===== config.mk =====
export PLATFORM = sky130hd
export DESIGN_NAME = iox_seg_xlate
export DESIGN_NICKNAME = d
export VERILOG_FILES = /design/src/hw/iox_pkg.sv /design/src/hw/iox_seg_xlate.sv
export SDC_FILE = /design/constraint.sdc
export NUM_CORES = 1
export LEC_CHECK = 0
export CELL_PAD_IN_SITES_DETAIL_PLACEMENT = 0
export CELL_PAD_IN_SITES_GLOBAL_PLACEMENT = 2
export CORE_MARGIN = 1
export CORE_UTILIZATION = 35
export CTS_CLUSTER_DIAMETER = 100
export DETAILED_ROUTE_END_ITERATION = 16
export DONT_BUFFER_PORTS = 1
export HOLD_SLACK_MARGIN = 0.15
export PLACE_DENSITY_LB_ADDON = 0.1
export SLEW_MARGIN = 20
export SYNTH_ARGS = -nofsm -noshare
export SYNTH_HDL_FRONTEND = slang
export SYNTH_SLANG_ARGS = --single-unit
export TNS_END_PERCENT = 50

===== constraint.sdc =====
create_clock -name clk_sys -period 2.2 [get_ports clk_sys]
set_input_delay 0.22 -clock clk_sys [delete_from_list [all_inputs] [get_ports clk_sys]]
set_output_delay 0.22 -clock clk_sys [all_outputs]
set_load 0.005 [all_outputs]

===== src/hw/iox_pkg.sv =====
// Purpose: Constants and types for the I/O segment translation path
// Assumes: Descriptor and address bits numbered with bit 0 as the MSB
// Notes: Big-endian bit n maps to vector index 31-n
// Behaviour
// - A segment with the type flag set uses interface translation and ignores any block hit.
// - Interface translation performs no page table lookup or reload.
// - Each interface access goes out as two address-only cycles, packet 0 then packet 1.
// - In supervisor state packet 0 carries the supervisor key and ignores the user key.
// - In user state packet 0 carries the user key and ignores the supervisor key.
// - Packet 0 also carries descriptor bits 3 to 31, bus unit id then controller data.
// - Packet 1 carries descriptor bits 28 to 31 then logical address bits 4 to 31.
// - Interface accesses force the storage attribute bits to 010.
// - Each bus transaction of an instruction is translated on its own.
// - No page protection is applied to interface segments; the controller enforces it.
// - Type flag with bus unit id 07f gives a plain memory access at the packet 1 address.
// - A memory-forced access uses storage attribute bits 011.
// - Reserve, conditional store and string compare on such a segment raise a fault with bit 5.
// - External control word ops on such a segment or with translation off are undefined.
// - Cache block ops on such a segment complete as no-ops with no bus effect.
// - The descriptor holds type, supervisor key, user key, bus unit id and controller data.
package iox_pkg;
    localparam int IOX_AW = 32;
    // Descriptor field positions
    localparam int IOX_T_BIT = 31;
    localparam int IOX_KS_BIT = 30;
    localparam int IOX_KU_BIT = 29;
    localparam int IOX_BUS_UNIT_IDENTIFIER_HI = 28;
    localparam int IOX_BUS_UNIT_IDENTIFIER_LO = 20;
    localparam int IOX_TAIL_HI = 3;
    localparam int IOX_LA_HI = 27;
    localparam logic [8:0] IOX_BUS_UNIT_IDENTIFIER_MEM = 9'h07f;
    // Storage attribute patterns
    localparam logic [2:0] IOX_ATTR_IO = 3'h2;
    localparam logic [2:0] IOX_ATTR_MEM = 3'h3;
    // Data fault status bit 5
    localparam int IOX_FAULT_BIT = 26;
    // Reset values
    localparam logic [31:0] IOX_DESC_RST = 32'h0000_0000;
    localparam logic [31:0] IOX_FAULT_RST = 32'h0000_0000;

    typedef enum logic [2:0] {
        IOX_K_LOAD = 3'b000,
        IOX_K_STORE = 3'b001,
        IOX_K_RESERVE = 3'b010,
        IOX_K_EXTCTL = 3'b011,
        IOX_K_CACHEOP = 3'b100,
        IOX_K_FETCH = 3'b101
    } iox_kind_e;

    typedef enum logic [1:0] {
        IOX_S_IDLE = 2'b00,
        IOX_S_PKT0 = 2'b01,
        IOX_S_PKT1 = 2'b10,
        IOX_S_MEM = 2'b11
    } iox_state_e;
endpackage : iox_pkg


===== src/hw/iox_seg_xlate.sv =====
// Purpose: Translation path for interface-type segments
// Assumes: One access request at a time; bus_ack from the memory controller
// Notes: Descriptor writes wait while a bus transfer is open
`timescale 1ns/10ps
module iox_seg_xlate (
    input wire logic clk_sys,
    input wire logic rst,
    input wire logic desc_wr_en,
    input wire logic [31:0] desc_wr_data,
    output logic desc_wr_ready,
    output logic [31:0] segment_descriptor,
    input wire logic req_valid,
    output logic req_ready,
    input wire logic [31:0] req_logical_address,
    input wire iox_pkg::iox_kind_e req_kind,
    input wire logic privilege_state_bit,
    input wire logic data_translation_enable,
    input wire logic bat_hit,
    output logic std_valid,
    output logic std_bat_use,
    output logic std_page_walk,
    output logic noop_done,
    output logic undef_done,
    output logic fault_pulse,
    output logic [31:0] data_fault_status,
    input wire logic fault_clear,
    output logic bus_valid,
    output logic [31:0] bus_addr,
    output logic bus_addr_only,
    output logic bus_pkt1,
    output logic [2:0] storage_attribute_bits,
    input wire logic bus_ack,
    output logic io_done
);
    import iox_pkg::*;

    typedef struct packed {
        iox_state_e st;
        logic [31:0] desc;
        logic [31:0] pkt1;
        logic bus_valid;
        logic [31:0] bus_addr;
        logic bus_addr_only;
        logic bus_pkt1;
        logic [2:0] attr;
        logic std;
        logic bat_use;
        logic page_walk;
        logic noop;
        logic undef;
        logic fault;
        logic [31:0] status;
        logic done;
    } iox_regs_s;

    iox_regs_s r_q;
    iox_regs_s r_d;

    function automatic logic is_mem_forced(input logic [31:0] d);
        return d[IOX_T_BIT] && (d[IOX_BUS_UNIT_IDENTIFIER_HI:IOX_BUS_UNIT_IDENTIFIER_LO] == IOX_BUS_UNIT_IDENTIFIER_MEM);
    endfunction : is_mem_forced

    function automatic logic [31:0] tail_addr(input logic [31:0] d, input logic [31:0] la);
        return {d[IOX_TAIL_HI:0], la[IOX_LA_HI:0]};
    endfunction : tail_addr

    logic fire;
    logic seg_t;
    logic mem_forced;
    logic key_sel;

    assign req_ready = (r_q.st == IOX_S_IDLE);
    assign desc_wr_ready = (r_q.st == IOX_S_IDLE);
    assign fire = req_valid && req_ready;
    assign seg_t = r_q.desc[IOX_T_BIT];
    assign mem_forced = is_mem_forced(r_q.desc);
    // Key select only; no protection check here, controller owns it
    assign key_sel = privilege_state_bit ? r_q.desc[IOX_KU_BIT] : r_q.desc[IOX_KS_BIT];

    always_comb begin
        r_d = r_q;
        r_d.std = 1'b0;
        r_d.noop = 1'b0;
        r_d.undef = 1'b0;
        r_d.fault = 1'b0;
        r_d.done = 1'b0;
        if (desc_wr_en && desc_wr_ready) begin
            r_d.desc = desc_wr_data;
        end
        // Clear loses to a fault raised in the same cycle
        if (fault_clear) begin
            r_d.status = IOX_FAULT_RST;
        end
        case (r_q.st)
            IOX_S_IDLE: begin
                if (fire) begin
                    // Stale flags of an earlier normal access must not leak into this one
                    r_d.bat_use = 1'b0;
                    r_d.page_walk = 1'b0;
                    if (req_kind == IOX_K_EXTCTL && (seg_t || !data_translation_enable)) begin
                        r_d.undef = 1'b1;
                    end else if (!seg_t) begin
                        r_d.std = 1'b1;
                        r_d.bat_use = bat_hit && data_translation_enable;
                        r_d.page_walk = !bat_hit && data_translation_enable;
                    end else if (req_kind == IOX_K_RESERVE) begin
                        r_d.fault = 1'b1;
                        r_d.status[IOX_FAULT_BIT] = 1'b1;
                    end else if (req_kind == IOX_K_CACHEOP) begin
                        r_d.noop = 1'b1;
                    end else if (mem_forced) begin
                        r_d.st = IOX_S_MEM;
                        r_d.bus_valid = 1'b1;
                        r_d.bus_addr_only = 1'b0;
                        r_d.bus_pkt1 = 1'b0;
                        r_d.bus_addr = tail_addr(r_q.desc, req_logical_address);
                        r_d.attr = IOX_ATTR_MEM;
                    end else begin
                        // Block hit and page tables are not consulted
                        r_d.bat_use = 1'b0;
                        r_d.page_walk = 1'b0;
                        r_d.st = IOX_S_PKT0;
                        r_d.bus_valid = 1'b1;
                        r_d.bus_addr_only = 1'b1;
                        r_d.bus_pkt1 = 1'b0;
                        r_d.bus_addr = {2'b00, key_sel, r_q.desc[IOX_BUS_UNIT_IDENTIFIER_HI:0]};
                        r_d.pkt1 = tail_addr(r_q.desc, req_logical_address);
                        r_d.attr = IOX_ATTR_IO;
                    end
                end
            end
            IOX_S_PKT0: begin
                if (bus_ack) begin
                    r_d.st = IOX_S_PKT1;
                    r_d.bus_pkt1 = 1'b1;
                    r_d.bus_addr = r_q.pkt1;
                end
            end
            IOX_S_PKT1, IOX_S_MEM: begin
                if (bus_ack) begin
                    r_d.st = IOX_S_IDLE;
                    r_d.bus_valid = 1'b0;
                    r_d.done = 1'b1;
                end
            end
            default: begin
                r_d.st = IOX_S_IDLE;
            end
        endcase
        if (r_d.fault) begin
            r_d.status[IOX_FAULT_BIT] = 1'b1;
        end
    end

    always_ff @(posedge clk_sys) begin
        if (rst) begin
            r_q <= '{st: IOX_S_IDLE, desc: IOX_DESC_RST, status: IOX_FAULT_RST,
                     attr: 3'h0, default: '0};
        end else begin
            r_q <= r_d;
        end
    end

    assign segment_descriptor = r_q.desc;
    assign std_valid = r_q.std;
    assign std_bat_use = r_q.bat_use;
    assign std_page_walk = r_q.page_walk;
    assign noop_done = r_q.noop;
    assign undef_done = r_q.undef;
    assign fault_pulse = r_q.fault;
    assign data_fault_status = r_q.status;
    assign bus_valid = r_q.bus_valid;
    assign bus_addr = r_q.bus_addr;
    assign bus_addr_only = r_q.bus_addr_only;
    assign bus_pkt1 = r_q.bus_pkt1;
    assign storage_attribute_bits = r_q.attr;
    assign io_done = r_q.done;

    logic io_fire;
    assign io_fire = fire && seg_t && !mem_forced && req_kind != IOX_K_RESERVE
        && req_kind != IOX_K_CACHEOP && req_kind != IOX_K_EXTCTL;

    chk_t_no_bat: assert property (@(posedge clk_sys) disable iff (rst)
        fire && seg_t |=> !std_valid && !std_bat_use)
        else $error("Type segment used block translation");

    chk_no_page_walk: assert property (@(posedge clk_sys) disable iff (rst)
        io_fire |=> !std_page_walk throughout (bus_valid [*2]))
        else $error("Page walk during interface access");

    chk_pkt_order: assert property (@(posedge clk_sys) disable iff (rst)
        bus_valid && bus_addr_only && !bus_pkt1 && bus_ack |=> bus_valid && bus_pkt1 && bus_addr_only)
        else $error("Packet 1 did not follow packet 0");

    chk_key_super: assert property (@(posedge clk_sys) disable iff (rst)
        io_fire && !privilege_state_bit |=> bus_addr[29] == $past(segment_descriptor[30]))
        else $error("Supervisor key not sent");

    chk_key_user: assert property (@(posedge clk_sys) disable iff (rst)
        io_fire && privilege_state_bit |=> bus_addr[29] == $past(segment_descriptor[29]))
        else $error("User key not sent");

    chk_pkt0_body: assert property (@(posedge clk_sys) disable iff (rst)
        io_fire |=> bus_addr[28:0] == $past(segment_descriptor[28:0]) && !bus_pkt1)
        else $error("Packet 0 body wrong");

    chk_pkt1_body: assert property (@(posedge clk_sys) disable iff (rst)
        bus_valid && bus_pkt1 |-> bus_addr[31:28] == segment_descriptor[3:0])
        else $error("Packet 1 descriptor tail wrong");

    chk_io_attr: assert property (@(posedge clk_sys) disable iff (rst)
        bus_valid && bus_addr_only |-> storage_attribute_bits == 3'h2)
        else $error("Interface attributes not 010");

    chk_mf_access: assert property (@(posedge clk_sys) disable iff (rst)
        fire && mem_forced && req_kind == IOX_K_LOAD
        |=> bus_valid && bus_addr == tail_addr($past(segment_descriptor), $past(req_logical_address)))
        else $error("Memory-forced address wrong");

    chk_mf_attr: assert property (@(posedge clk_sys) disable iff (rst)
        bus_valid && !bus_addr_only |-> storage_attribute_bits == 3'h3)
        else $error("Memory-forced attributes not 011");

    chk_mf_no_pkt: assert property (@(posedge clk_sys) disable iff (rst)
        fire && mem_forced && req_kind == IOX_K_STORE |=> !bus_addr_only)
        else $error("Memory-forced access sent packets");

    chk_reserve_exc: assert property (@(posedge clk_sys) disable iff (rst)
        fire && seg_t && req_kind == IOX_K_RESERVE |=> fault_pulse && data_fault_status[26])
        else $error("Fault not raised for reserve op");

    chk_cache_noop: assert property (@(posedge clk_sys) disable iff (rst)
        fire && seg_t && req_kind == IOX_K_CACHEOP |=> noop_done && !bus_valid)
        else $error("Cache op on type segment not a no-op");

    // Controller handshake
    chk_bus_hold: assert property (@(posedge clk_sys) disable iff (rst)
        bus_valid && !bus_ack |=> bus_valid && $stable(bus_addr) && $stable(bus_pkt1))
        else $error("Bus cycle changed before acknowledge");

    chk_pkt0_first: assert property (@(posedge clk_sys) disable iff (rst)
        io_fire |=> bus_valid && bus_addr_only && !bus_pkt1
            && storage_attribute_bits == IOX_ATTR_IO)
        else $error("Interface access did not open with packet 0");

    chk_pkt1_done: assert property (@(posedge clk_sys) disable iff (rst)
        bus_valid && bus_pkt1 && bus_ack |=> !bus_valid && io_done)
        else $error("Access not closed after packet 1");

    chk_mf_done: assert property (@(posedge clk_sys) disable iff (rst)
        bus_valid && !bus_addr_only && bus_ack |=> !bus_valid && io_done)
        else $error("Memory-forced access not closed after one cycle");

    chk_done_pulse: assert property (@(posedge clk_sys) disable iff (rst)
        io_done |=> !io_done)
        else $error("Done held longer than one cycle");

    chk_pkt1_attr: assert property (@(posedge clk_sys) disable iff (rst)
        bus_valid && bus_pkt1 |-> bus_addr_only && storage_attribute_bits == IOX_ATTR_IO)
        else $error("Packet 1 attributes wrong");

    chk_mf_single: assert property (@(posedge clk_sys) disable iff (rst)
        bus_valid && !bus_addr_only |-> !bus_pkt1)
        else $error("Memory-forced access marked as packet 1");

    chk_pkt0_high: assert property (@(posedge clk_sys) disable iff (rst)
        io_fire |=> bus_addr[31:30] == 2'b00)
        else $error("Packet 0 upper bits not zero");

    // Request outcome
    chk_busy_ready: assert property (@(posedge clk_sys) disable iff (rst)
        bus_valid |-> !req_ready && !desc_wr_ready)
        else $error("Ready while a bus cycle is open");

    chk_done_ready: assert property (@(posedge clk_sys) disable iff (rst)
        io_done |-> req_ready && !bus_valid)
        else $error("Not idle when access completes");

    chk_outcome_one: assert property (@(posedge clk_sys) disable iff (rst)
        $onehot0({std_valid, noop_done, undef_done, fault_pulse, io_done}))
        else $error("Two outcomes in one cycle");

    chk_ext_undef: assert property (@(posedge clk_sys) disable iff (rst)
        fire && req_kind == IOX_K_EXTCTL && (seg_t || !data_translation_enable)
        |=> undef_done && !bus_valid && !std_valid)
        else $error("External control op not dropped");

    chk_std_flags: assert property (@(posedge clk_sys) disable iff (rst)
        fire && !seg_t && req_kind != IOX_K_EXTCTL |=> std_valid
            && std_bat_use == $past(bat_hit && data_translation_enable)
            && std_page_walk == $past(!bat_hit && data_translation_enable))
        else $error("Normal translation flags wrong");

    chk_std_no_bus: assert property (@(posedge clk_sys) disable iff (rst)
        std_valid |-> !bus_valid)
        else $error("Normal access opened an interface cycle");

    chk_t_no_walk: assert property (@(posedge clk_sys) disable iff (rst)
        fire && seg_t |=> !std_page_walk)
        else $error("Page walk flagged for type segment");

    chk_prot_absent: assert property (@(posedge clk_sys) disable iff (rst)
        fire && seg_t && req_kind != IOX_K_RESERVE |=> !fault_pulse)
        else $error("Protection fault on type segment");

    chk_mf_plain: assert property (@(posedge clk_sys) disable iff (rst)
        fire && mem_forced && req_kind inside {IOX_K_LOAD, IOX_K_STORE, IOX_K_FETCH}
        |=> bus_valid && !bus_addr_only && storage_attribute_bits == IOX_ATTR_MEM)
        else $error("Memory-forced access not a plain access");

    chk_noop_idle: assert property (@(posedge clk_sys) disable iff (rst)
        noop_done |-> req_ready && !std_valid && !bus_valid)
        else $error("Cache op left side effects");

    chk_reserve_nobus: assert property (@(posedge clk_sys) disable iff (rst)
        fire && seg_t && req_kind == IOX_K_RESERVE |=> !bus_valid && !io_done)
        else $error("Reserve op reached the bus");

    // Descriptor and fault status
    chk_desc_hold: assert property (@(posedge clk_sys) disable iff (rst)
        !desc_wr_ready |=> $stable(segment_descriptor))
        else $error("Descriptor changed while busy");

    chk_desc_write: assert property (@(posedge clk_sys) disable iff (rst)
        desc_wr_en && desc_wr_ready |=> segment_descriptor == $past(desc_wr_data))
        else $error("Descriptor write lost");

    chk_fault_flag: assert property (@(posedge clk_sys) disable iff (rst)
        fault_pulse |-> data_fault_status[IOX_FAULT_BIT])
        else $error("Fault raised without status bit");

    chk_fault_sticky: assert property (@(posedge clk_sys) disable iff (rst)
        data_fault_status[IOX_FAULT_BIT] && !fault_clear |=> data_fault_status[IOX_FAULT_BIT])
        else $error("Fault status bit dropped without clear");

    // A new fault in the clearing cycle keeps the bit
    chk_fault_clear: assert property (@(posedge clk_sys) disable iff (rst)
        fault_clear && !(fire && seg_t && req_kind == IOX_K_RESERVE)
        |=> !data_fault_status[IOX_FAULT_BIT])
        else $error("Fault status not cleared");

    cov_io_pair: cover property (@(posedge clk_sys) disable iff (rst)
        io_fire ##[2:9] (bus_valid && bus_pkt1) ##[1:9] io_done);
    cov_mem_forced: cover property (@(posedge clk_sys) disable iff (rst)
        fire && mem_forced ##[1:8] io_done);
    cov_fault: cover property (@(posedge clk_sys) disable iff (rst) fault_pulse);
    cov_undef_ext: cover property (@(posedge clk_sys) disable iff (rst) undef_done);
    cov_cache_noop: cover property (@(posedge clk_sys) disable iff (rst) noop_done);
endmodule : iox_seg_xlate


[Word level (Yosys, flattened, before mapping)]
Cells that the tools add are included.
Storage, ports and cells
  bits in registers: 112
  bits of input ports: 76
  output and inout bits: 111
Cells by class
  equality and inequality tests: 14
  muxes and demuxes: 40
  bitwise operators: 8
  reductions and logical operators: 23
Operator list (count)
  two-way mux 38 bit: 3
  case mux 32 bit (2 select lines): 1
  two-way mux 44 bit: 1
  two-way mux 42 bit: 1
  two-way mux 37 bit: 1
  two-way mux 32 bit: 1
  AND reduction 7 bit: 4
  two-way mux 27 bit: 1
  two-way mux 1 bit: 19
  two-way mux 2 bit: 9
  != test 2 bit (second input constant): 5
  == test 9 x 7 -> 1 bit (second input constant): 1
  inverter 1 bit: 8
  == test 3 x 2 -> 1 bit (second input constant): 2
  logical AND 1 bit: 6
  case mux 2 bit (3 select lines): 1
  AND reduction 6 bit: 1
  OR reduction 6 bit: 1
  == test 2 bit (second input constant): 2
  != test 2 x 1 -> 1 bit (second input constant): 2
  case mux 1 bit (2 select lines): 2
  nonzero test 2 bit: 2
  OR reduction 2 bit: 2
  OR reduction 4 bit: 1
  7 further kinds: 8

[Depth between registers and ports, before layout]
Gate-level depths: netlist (run 1).
  depth after elaboration: 10
  gate-level depth with buffers: 7

[Worst setup path before layout (run 1)]
Ideal clock, no wire load.
  kind: reg-to-reg
  start: reg r_q[142] (netlist name)
  end: reg r_q[81] (netlist name)
  setup time: 0.132 ns
  data arrival time: 1.587 ns
  required time: 2.068 ns
  path slack: 0.480 ns
  cell stages (with the launch flop): 7
  path buffers: 2
  cells stage by stage: dfxtp_1 -> or2_4 -> or4_1 -> buf_2 -> buf_6 -> o21ai_1 -> a21oi_1
Between the ends
  word-level cells in the longest chain between the ends: 3
RTL lines
  start: declaration: RTL line iox_seg_xlate.sv:56  | iox_regs_s r_q;
  start signal: assignment: RTL line iox_seg_xlate.sv:157  | r_q <= '{st: IOX_S_IDLE, desc: IOX_DESC_RST, status: IOX_FAULT_RST,
  start signal: assignment: RTL line iox_seg_xlate.sv:160  | r_q <= r_d;
  logical NOT 2 bit *: RTL line iox_seg_xlate.sv:72, iox_seg_xlate.sv:94
  logical AND 1 bit: RTL line iox_seg_xlate.sv:74  | assign fire = req_valid && req_ready;
  AND reduction 7 bit (no source line) *
Mark *: on every way between the ends. The rest lies on a longest branch, timed or not.
A chain may end at the register's enable or synchronous reset.

[Worst setup path in the final report (run 1)]
  start: reg r_q[142] (netlist name)
  end: reg r_q, in the netlist std_bat_use
Between the ends
  word-level cells in the longest chain between the ends: 3
RTL lines (RTL line)
  logical NOT 2 bit *: iox_seg_xlate.sv:72, iox_seg_xlate.sv:94
  logical AND 1 bit: iox_seg_xlate.sv:74
  AND reduction 2 bit (no source line) *
Marks and branches as above.

==> metrics.md, run 1 <==
| Metric | Value |
|---|---|
| Worst reg2reg path startpoint | `r_q[142]$_SDFFE_PP0P_` |
| Root buffer cell | `clkbuf_16` |
| Initial drt markers | `317` |
| All-layer global routing usage | `21.23%` |
| Prevailing post-synth register cell | `dfxtp_1` |
| Multi-input combinational cell area | `2531 sq um` |
| Layout cells sized above 1 | `8.333%` |
| CTS clk-pin slew, worst paths | `around 0.070 ns` |
| WHS Path Cells | `2` |
| Synth area leader | `dfxtp_1` |
| Syn avg cell area | `7.998 sq um` |
| CP Data Required Time | `approximately 2.5 ns` |
| First drt pass iteration count | `4` |
| Vias | `4849` |
| Die ar. | `between 15000 and 20000 sq um` |
| Worst setup margin | `0.1117 ns` |
| Slowest cell on the critical path | `dlygate4sd3_1` |
| Antenna Nets Post-Route | `0` |
| Num CTS Buffers | `9` |
| Worst Skew | `0.006335 ns` |
| Number of synthesized flops with an enable pin | `0` |
| Synth Instances | `around 710` |
| CTS tree | `built` |
| Routed wl met2 | `slightly below 8000 um` |
| Mapped Area | `roughly 5600 sq um` |
| CP max FO | `18` |
| # diodes | `0` |
| # clock sinks | `111` |
| Register area share after synthesis | `39.35%` |
| Critical path startpoint category | `flip-flop` |
| Yosys Warn Count | `0` |
| Yosys top cell area share | `39.35%` |
| Starting Density | `35.68%` |
| # nets final | `approximately 770` |
| Kind of critical path | `flip-flop to flip-flop` |
| RSZ-0062 raised after global routing | `false` |
| Yosys cell types | `47` |
| Via/cell ratio | `5.317` |
| Fillers | `around 1600` |
| Top post-synthesis cells by area | `dfxtp_1 39%, buf_4 13%, a21oi_1 11%, a311oi_1 4.8%, nand2_1 4.8%` |
| Crit path cell chain | `or2_4 -> clkinv_2 -> buf_6 -> nand4_1 -> a21oi_1 -> dlygate4sd3_1` |
| Post-synth top cells | `125 x a21oi_1, 111 x dfxtp_1, 100 x buf_4` |
| Post-Route Setup TNS | `0 ns` |
| Routed WL | `around 18000 um` |
| Met3 WL | `1271 um` |
| M1 wire length | `8235 um` |
| Storage cell area | `roughly 2200 sq um` |
| Slowest cell delay on critical path | `0.55 ns` |
| Final period util | `94.92%` |
| Outcome | `complete, no violations` |
| R2R Path End | `std_bat_use$_SDFFE_PP0P_` |
| Dpl ws | `0.3222 ns` |
| Drt drc | `0` |
| Vias in the first global route | `about 4500` |
| Clk buf depth | `2` |
| Final RePlAce weighted congestion | `0.7751` |
| Worst-Skew Late Latency | `0.36 ns` |
| Setup Fix Bufs, Post-CTS | `0` |
| Seq cells post-synth | `111` |
| Slew Viols, Final | `0` |
| Hold_sp | `bus_ack` |
| Largest net degree at the start of global routing | `102` |
| Avg WL per Cell | `19.36 um` |
| First-pass GRT wire length | `26560 um` |
| H-tree Lvls | `3` |
| Initial antenna violation count | `0` |
| Row count | `46` |
| Min cycle time layout | `2.088 ns` |
| Worst IR Drop VDD | `0.4160 mV` |
| Final Instance Area | `approximately 6400 sq um` |
| Core Area | `~16000 sq um` |
| Worst Hold Class | `input port to flip-flop` |
| Fmax | `0.4789 GHz` |
| I/O Buffers | `0` |
| Worst Setup End Kind | `flip-flop` |
| Ports | `187` |
| Count leader, synth | `a21oi_1` |
| PD cells | `711.1 nW/um^2` |
| Max_cap viols | `0` |
| Async SR Flop Fraction | `0%` |
| Grt ovf | `0` |
| WP data arrival | `roughly 2.3 ns` |
| Pwr Total | `4.569 mW` |
| Placed cell area | `5330 sq um` |
| Uppermost layer routed | `met4` |
| Final HPWL DP | `10960 um` |
| Final Hold Vio Count | `0` |
| # setup viols final | `0` |
| Leakage | `2.175 nW` |
| Reg2Reg Setup Slack | `0.11 ns` |
| DIE HEIGHT | `between 100 and 150 um` |
| Area grow syn2layout | `13.78%` |
| Hold Path Sink | `r_q[141]$_SDFFE_PP0P_` |
| Die width | `129.0 um` |
| Reg2Reg Depth | `6` |
## repair_timing
item,in CTS,in global routing
gates resized for setup,0,4
endpoints found under the setup margin,0,5
hold endpoints to repair,111,0
hold buffers,74,0
## worst max-delay path, delay by kind of cell (launching register included)
kind / cells / cell delay [ns]
compound gates: 1 / 0.07
simple gates: 2 / 0.34
flops: 1 / 0.49
buf+inv: 3 / 1.09
## worst max path at each step
stage | from | end | slack, ns | cells after the start
2_1_floorplan | r_q[142]$_SDFFE_PP0P_ | r_q[81]$_SDFFE_PP0P_ | 0.48 | 6
3_3_place_gp | r_q[142]$_SDFFE_PP0P_ | segment_descriptor[28]$_SDFFE_PP0P_ | 0.34 | 6
3_5_place_dp | r_q[142]$_SDFFE_PP0P_ | segment_descriptor[28]$_SDFFE_PP0P_ | 0.32 | 6
4_1_cts | r_q[142]$_SDFFE_PP0P_ | std_bat_use$_SDFFE_PP0P_ | 0.03 | 6
5_1_grt | r_q[142]$_SDFFE_PP0P_ | storage_attribute_bits[1]$_SDFFE_PP0P_ | 0.008 | 6
6_report | r_q[142]$_SDFFE_PP0P_ | std_bat_use$_SDFFE_PP0P_ | 0.11 | 6
## flip-flops by register name (all words and copies together), names as in the netlist
signal	count
r_q	34
bus_addr	32
segment_descriptor	32
storage_attribute_bits	2
bus_addr_only	1
bus_pkt1	1
bus_valid	1
data_fault_status	1
fault_pulse	1
io_done	1
noop_done	1
std_bat_use	1
std_page_walk	1
std_valid	1
undef_done	1
## placed cells by master (no fill, tap or decap), drive strengths merged, types with 2 or more instances in the layout
cell / instances
and2: 2
a31oi: 2
nand2b: 23
dfxtp: 111
nand3: 38
o211ai: 6
nor3: 6
nor2: 8
clkbuf: 13
dlygate4sd3: 73
nor2b: 2
a21o: 2
nor4: 2
inv: 4
a21oi: 125
or2: 2
clkinv: 2
buf: 33
nand4b: 2
a311oi: 31
or3b: 2
nand4: 41
o21ai: 45
conb: 32
nor3b: 2
nand2: 72
bufinv: 2
## metal layers
layer,track usage (%),vias up
met3,4.707,16
met1,29.66,2288
met2,32.34,186
met5,0,-
li1,-,2359
met4,6.920,0
## final cells by class
cell class              instances  share of cell area [%]
inverters                       5                  0.3116
clock buffers                  13                   4.051
multi-input cells             458                   39.40
clock inverters                 3                   1.013
flip-flops and latches        111                   34.59
well taps                     216                   4.206
repair buffers                106                   16.44
## through the flow
step / instances / hold WS [ns] / utilization [%]
6_report: 912 / 0.1689 / 40.59
5_1_grt: 912 / 0.1877 / 40.59
4_1_cts: 912 / 0.1583 / 40.52
3_5_place_dp: 822 / 0.3004 / 33.68
3_3_place_gp: 822 / 0.2986 / 33.68
2_1_floorplan: 737 / 0.2979 / -
## cell families after synthesis
kind of cell | after synthesis | synth area share (%)
xor+xnor | 1 | 0.1551
flops | 111 | 39.35
buf+inv | 168 | 18.52
other cells | 1 | 0.06641
compound gates | 216 | 22.05
mux | 1 | 0.1773
simple gates | 208 | 19.68
## report_power, final
part           switching (mW)  leakage, nW  internal (mW)
logic                   0.329         1.11          0.240
clock network           0.759        0.160           1.06
registers              0.0799        0.904           2.10
No activity file was read; power rests on OpenSTA's default activity.
==> inputs of run 2 (changes only) <==
Settings changed: ABC_AREA set to 1, CORE_UTILIZATION 35 to 33.
==> run 2 against run 1 <==
  * Non-clock buffer count fell by 13
  * Largest power group unchanged
  * First-iteration DRC count is 8.2% lower
  * Cell count is 22% higher
  * Flip-flop and latch count unchanged
==> metrics.md, run 2 <==
| Metric | Value |
|---|---|
| Outcome | `complete, no violations` |
| Placed cell area | `5484 sq um (+2.9%)` |
| M1 wire length | `8782 um (+6.6%)` |
| DIE HEIGHT | `135.4 um (+5.0%)` |
| Async SR Flop Fraction | `0% (unchanged)` |
| Worst Hold Class | `input port to flip-flop` |
| CP max FO | `10 (-8)` |
| Drt drc | `0 (unchanged)` |
| Die width | `135.4 um (+5.0%)` |
| # nets final | `956 (+25%)` |
| Clk buf depth | `2 (unchanged)` |
| Slew Viols, Final | `0 (unchanged)` |
| Fin cells | `1110 (+22%)` |
| Prevailing post-synth register cell | `dfxtp_1` |
| Most frequent cells in the layout | `167 x nor2_1, 134 x nand2_1, 133 x inv_1` |
| Worst relative slew slack | `66.20%` |
| Post-Route Setup TNS | `0 ns (unchanged)` |
| Grt ovf | `0 (unchanged)` |
| RSZ-0062 raised after global routing | `false` |
| Min cycle time layout | `2.070 ns (-0.01824 ns)` |
| Final HPWL DP | `11940 um (+8.9%)` |
| Top post-synthesis cells by area | `dfxtp_1 38%, buf_4 13%, nor2_1 11%, nand2_1 8.7%, inv_1 8.6%` |
| Met3 WL | `1146 um (-9.8%)` |
| Final Instance Area | `6590 sq um (+2.6%)` |
| Mapped Area | `5874 sq um (+4.0%)` |
| Largest net degree at the start of global routing | `56 (-45%)` |
| Critical path startpoint category | `flip-flop` |
| Slowest cell delay on critical path | `0.56 ns (about the same)` |
| Dpl ws | `0.3321 ns (+0.009908 ns)` |
| Core Area | `17360 sq um (+9.7%)` |
| CTS clk-pin slew, worst paths | `0.08 ns (about the same)` |
| Uppermost layer routed | `met4` |
| Critical path's most frequent cell | `nor2_4` |
| Starting Density | `33.85% (-1.8 points)` |
| # setup viols final | `0 (unchanged)` |
| Final period util | `94.09% (-0.83 points)` |
| Worst Setup End Kind | `flip-flop` |
| Synth area leader | `dfxtp_1` |
| Num CTS Buffers | `9 (unchanged)` |
| Die ar. | `18340 sq um (+10%)` |
| Count leader, synth | `nor2_1` |
| CP delay by family, top | `simple AND/OR/NAND/NOR gates` |
| Worst setup margin | `0.1299 ns (+0.01824 ns)` |
| CP Data Required Time | `2.51 ns (+0.06 ns)` |
| Worst-Skew Late Latency | `0.36 ns (about the same)` |
| Layout cells sized above 1 | `5.656% (-2.7 points)` |
| Routed wl met2 | `7870 um (-0.68%)` |
| Synth Instances | `888 (+26%)` |
| Fmax | `0.4831 GHz (+0.88%)` |
| Seq cells post-synth | `111 (unchanged)` |
| # clock sinks | `111 (unchanged)` |
| H-tree Lvls | `3 (unchanged)` |
| Initial antenna violation count | `1 (+1)` |
| Initial drt markers | `291 (-8.2%)` |
| Vias in the first global route | `4684 (+4.4%)` |
| Area grow syn2layout | `12.18%` |
| Root buffer cell | `clkbuf_16` |
| Leakage | `2.977 nW (+37%)` |
| Yosys Warn Count | `0 (unchanged)` |
| Kind of critical path | `flip-flop to flip-flop` |
| Final RePlAce weighted congestion | `0.7745 (about the same)` |
| First drt pass iteration count | `6 (+2)` |
| Dpl cells | `1017 (+24%)` |
| I/O Buffers | `0 (unchanged)` |
| Fillers | `1889 (+15%)` |
| Slowest cell on the critical path | `dlygate4sd3_1` |
| Worst Skew | `0.01207 ns (+0.005734 ns)` |
| Biggest register | `r_q` |
| Number of flip-flops under the largest register name | `34 (unchanged)` |
| Commonest non-fill, non-tap cell in the layout | `nor2_1` |
| All-layer global routing usage | `20.06% (-1.2 points)` |
| Critical path buffer and inverter count | `2 (-1)` |
| CTS tree | `built` |
| Routed WL | `18090 um (+2.5%)` |
| Post-synth top cells | `167 x nor2_1, 136 x nand2_1, 134 x inv_1` |
| Vias | `5072 (+4.6%)` |
| Yosys cell types | `29 (-38%)` |
| Worst IR Drop VDD | `0.3966 mV (-4.7%)` |
| Crit path cell chain | `nor2_4 -> nand3_2 -> nor2_4 -> nand2_2 -> buf_4 -> a21oi_1 -> dlygate4sd3_1` |
| Final Hold Vio Count | `0 (unchanged)` |
| Yosys top cell area share | `37.83% (-1.5 points)` |
| Worst Tran Pin Value | `roughly 0.5 ns` |
| Ports | `187 (unchanged)` |
| Row count | `48 (+4.3%)` |
| First-pass GRT wire length | `27400 um (+3.2%)` |
| Antenna Nets Post-Route | `0 (unchanged)` |
| Syn avg cell area | `6.615 sq um (-17%)` |
| Max_cap viols | `0 (unchanged)` |
| Register area share after synthesis | `37.83% (-1.5 points)` |
| WP data arrival | `2.38 ns (+0.05 ns)` |
| Number of synthesized flops with an enable pin | `0 (unchanged)` |
| Via/cell ratio | `4.569 (-14%)` |
| PD cells | `716.9 nW/um^2 (+0.82%)` |
| Avg WL per Cell | `16.30 um (-16%)` |
## run 2: cell types whose count changed in the layout (fill, tap and decap cells not counted), moves of 8 or more
cell | previous run | this run
a21oi_1 | 125 | 54
a311oi_1 | 31 | 0
buf_4 | 26 | 16
inv_1 | 4 | 133
nand2_1 | 72 | 134
nand2b_1 | 23 | 0
nand3_1 | 38 | 30
nand4_1 | 41 | 24
nor2_1 | 8 | 167
o21ai_0 | 11 | 57
o21ai_1 | 34 | 10
## run 2: layer usage
metal  track usage [%]  vias up
met5                 0        -
met4             7.366        0
met3             4.452       17
met2             29.83      165
met1             28.13     2312
li1                  -     2578
## run 2: per-stage QoR
stage | utilization (%) | hold slack, ns | power (mW)
global placement | 31.60 | 0.2979 | 2.813
detailed placement | 31.60 | 0.3004 | 2.821
floorplan | - | 0.3337 | 2.816
global route | 37.97 | 0.1875 | 4.956
finish | 37.97 | 0.1722 | 4.725
CTS | 37.67 | 0.1501 | 4.763
## run 2: repair_timing
item | 4_1_cts | 5_1_grt
setup buffers | 0 | 3
gates resized for setup | 0 | 1
hold endpoints to repair | 101 | 0
hold buffers | 73 | 0
endpoints found under the setup margin | 0 | 2
## run 2: final timing paths
path,slack [ns],cells after the start,from,to
setup / recovery,0.13,7,r_q[142]$_SDFFE_PP0P_,bus_addr_only$_SDFFE_PP0P_
hold / removal,0.17,3,data_translation_enable,undef_done$_SDFF_PP0_
setup reg to reg,0.13,7,r_q[142]$_SDFFE_PP0P_,bus_addr_only$_SDFFE_PP0P_
hold reg to reg,0.49,2,r_q[89]$_SDFFE_PP0P_,r_q[89]$_SDFFE_PP0P_
## run 2: where the power goes
group	switching, mW	leakage (nW)	total [mW]	internal (mW)
combinational	0.396	1.91	0.654	0.258
sequential	0.109	0.909	2.25	2.14
clock	0.797	0.155	1.82	1.02
total	1.30	2.98	4.72	3.42
## run 2: kinds of logic (layout without fill, tap and decap cells)
| kind of cell | Yosys count | after routing | synth area share (%) |
|---|---|---|---|
| compound gates | 124 | 124 | 10.69 |
| buf+inv | 279 | 244 | 24.83 |
| mux | 1 | 1 | 0.1704 |
| flops | 111 | 111 | 37.83 |
| other cells | 1 | 33 | 0.06384 |
| simple gates | 372 | 372 | 26.41 |
## run 2: final cells by class
class | count | area [sq um] | share of cell area (%)
clock buffer | 11 | 242.7 | 3.683
sequential | 111 | 2222 | 33.72
timing repair buffer | 93 | 945.9 | 14.35
antenna | 1 | 2.502 | 0.03797
multi-input combinational | 529 | 2315 | 35.12
tap | 225 | 281.5 | 4.272
clock inverter | 4 | 70.07 | 1.063
inverter | 136 | 510.5 | 7.746
## run 2: worst min-delay path, delay by kind of cell
family	cells	cell delay, ns
simple gates	2	0.24
buf+inv	1	0.03
==> inputs of run 3 (changes only) <==
Settings changed: PLACE_DENSITY set to 0.8, PLACE_DENSITY_LB_ADDON 0.1 to not set, SKIP_LAST_GASP set to 1.
==> run 3 against run 2 <==
  * Flip-flop and latch count did not move
  * Clock skew fell by 0.0043 ns
  * Cell count fell by 0.36%
  * Routed wire length fell by 5.8%
  * Worst setup slack improved by 0.13 ns
  * Critical path depth did not move
  * Largest cell class unchanged
==> metrics.md, run 3 (synthesis gave the netlist of run 2 again) <==
| Metric | Value |
|---|---|
| Post-Route Setup TNS | `0 ns (unchanged)` |
| Min cycle time layout | `1.943 ns (-0.1275 ns)` |
| First drt pass iteration count | `4 (-2)` |
| Core Area | `17360 sq um (unchanged)` |
| Die width | `135.4 um (unchanged)` |
| Clk buf depth | `2 (unchanged)` |
| DIE HEIGHT | `135.4 um (unchanged)` |
| Fmax | `0.5148 GHz (+6.6%)` |
| Ports | `187 (unchanged)` |
| Fin Hold WS | `0.1699 ns (-0.002321 ns)` |
| All-layer global routing usage | `19.22% (-0.84 points)` |
| RSZ-0062 raised after global routing | `false` |
| Drt drc | `0 (unchanged)` |
| Routed WL | `17040 um (-5.8%)` |
| Placed cell area | `5492 sq um (+0.14%)` |
| First-pass GRT wire length | `26570 um (-3.0%)` |
| Worst reg2reg path startpoint | `r_q[142]$_SDFFE_PP0P_` |
| # clock sinks | `111 (unchanged)` |
| Via/cell ratio | `4.418 (-3.3%)` |
| Grt ovf | `0 (unchanged)` |
| Post_cts resized | `0 (unchanged)` |
| Antenna Nets Post-Route | `0 (unchanged)` |
| CP max FO | `15 (+5)` |
| Layout cells sized above 1 | `5.108% (-0.55 points)` |
| Vias in the first global route | `4547 (-2.9%)` |
| Row count | `48 (unchanged)` |
| Root buffer cell | `clkbuf_16` |
| Hold_buf cts | `72 (-1.4%)` |
| Fin cells | `1106 (-0.36%)` |
| Slew Viols, Final | `0 (unchanged)` |
| CTS tree | `built` |
| # nets final | `952 (-0.42%)` |
| Avg WL per Cell | `15.41 um (-5.5%)` |
| Kind of critical path | `flip-flop to flip-flop` |
| I/O Buffers | `0 (unchanged)` |
| Area grow syn2layout | `10.91%` |
| Number of flip-flops under the largest register name | `34 (unchanged)` |
| Hold_sp | `req_kind[1]` |
| Vias | `4886 (-3.7%)` |
| Worst Setup End Kind | `flip-flop` |
| Final HPWL DP | `11630 um (-2.6%)` |
| Commonest non-fill, non-tap cell in the layout | `nor2_1` |
| Final Instance Area | `6515 sq um (-1.1%)` |
| Outcome | `complete, no violations` |
| Setup Fix Bufs, Post-CTS | `0 (unchanged)` |
| PD cells | `701.7 nW/um^2 (-2.1%)` |
| Starting Density | `33.85% (unchanged)` |
| Worst Skew | `0.007762 ns (-0.004307 ns)` |
| H-tree Lvls | `3 (unchanged)` |
| Die ar. | `18340 sq um (unchanged)` |
| Fillers | `1869 (-1.1%)` |
| Final Hold Vio Count | `0 (unchanged)` |
| Worst-Skew Late Latency | `0.36 ns (about the same)` |
| Worst Hold Class | `input port to flip-flop` |
| Crit path launch | `r_q[142]$_SDFFE_PP0P_` |
| # setup viols final | `0 (unchanged)` |
| Critical path startpoint category | `flip-flop` |
| CP Data Required Time | `2.51 ns (about the same)` |
| Worst IR Drop VDD | `0.3570 mV (-10%)` |
| Most frequent cells in the layout | `167 x nor2_1, 135 x nand2_1, 133 x inv_1` |
| WP data arrival | `2.25 ns (-0.13 ns)` |
| Max_cap viols | `0 (unchanged)` |
| Dpl cells | `1018 (+0.098%)` |
| Largest net degree at the start of global routing | `53 (-5.4%)` |
| Num CTS Buffers | `9 (unchanged)` |
| Final RePlAce weighted congestion | `0.8102 (+4.6%)` |
| Final period util | `88.30% (-5.8 points)` |
| # diodes | `0 (-1)` |
| CTS clk-pin slew, worst paths | `0.07 ns (about the same)` |
| Leakage | `2.935 nW (-1.4%)` |
| Biggest register | `r_q` |
| Initial antenna violation count | `0 (-1)` |
| Initial drt markers | `248 (-15%)` |
-- run 3: final cells by class --
class | instances | area (sq um) | area share [%]
inverter | 136 | 510.5 | 7.836
tap | 225 | 281.5 | 4.321
sequential | 111 | 2222 | 34.11
timing repair buffer | 89 | 895.9 | 13.75
clock inverter | 3 | 42.54 | 0.6530
clock buffer | 13 | 250.2 | 3.841
multi-input combinational | 529 | 2312 | 35.49
-- run 3: metrics by stage --
step / setup slack, ns / power, mW / util (%)
final: 0.2575 / 4.572 / 37.54
after global routing: 0.08065 / 4.817 / 37.54
after CTS: 0.2401 / 4.640 / 37.54
after detailed placement: 0.4164 / 2.820 / 31.64
after global placement: 0.4066 / 2.811 / 31.64
after floorplan: 0.8198 / 2.816 / -
-- run 3: critical path, cell delays in order (launching register included) --
cell and delay [ns]:
dfxtp_1 0.36, nor2_4 0.26, nand3_2 0.19, nor2_4 0.17, buf_4 0.24, nor2_1 0.06, nor2_1 0.07, dlygate4sd3_1 0.54
-- run 3: path summary, 6_finish.rpt --
path / cells after the start / endpoint / slack, ns
worst max-delay path: 7 / storage_attribute_bits[1]$_SDFFE_PP0P_ / 0.26
worst min-delay path: 2 / undef_done$_SDFF_PP0_ / 0.17
worst max register to register: 7 / storage_attribute_bits[1]$_SDFFE_PP0P_ / 0.26
worst min register to register: 2 / bus_pkt1$_SDFFE_PP0P_ / 0.48
-- run 3: power by group --
part	internal (mW)	total, mW	switching, mW
logic	0.251	0.629	0.378
clock network	0.916	1.69	0.769
registers	2.14	2.26	0.116
-- run 3: layer usage --
| layer | global-route usage (%) | routed length, um | up-vias |
|---|---|---|---|
| met5 | 0 | 0 | - |
| met4 | 7.054 | 307 | 0 |
| met3 | 4.415 | 1187 | 17 |
| met2 | 28.60 | 7259 | 139 |
| met1 | 26.83 | 8288 | 2161 |
| li1 | - | - | 2569 |
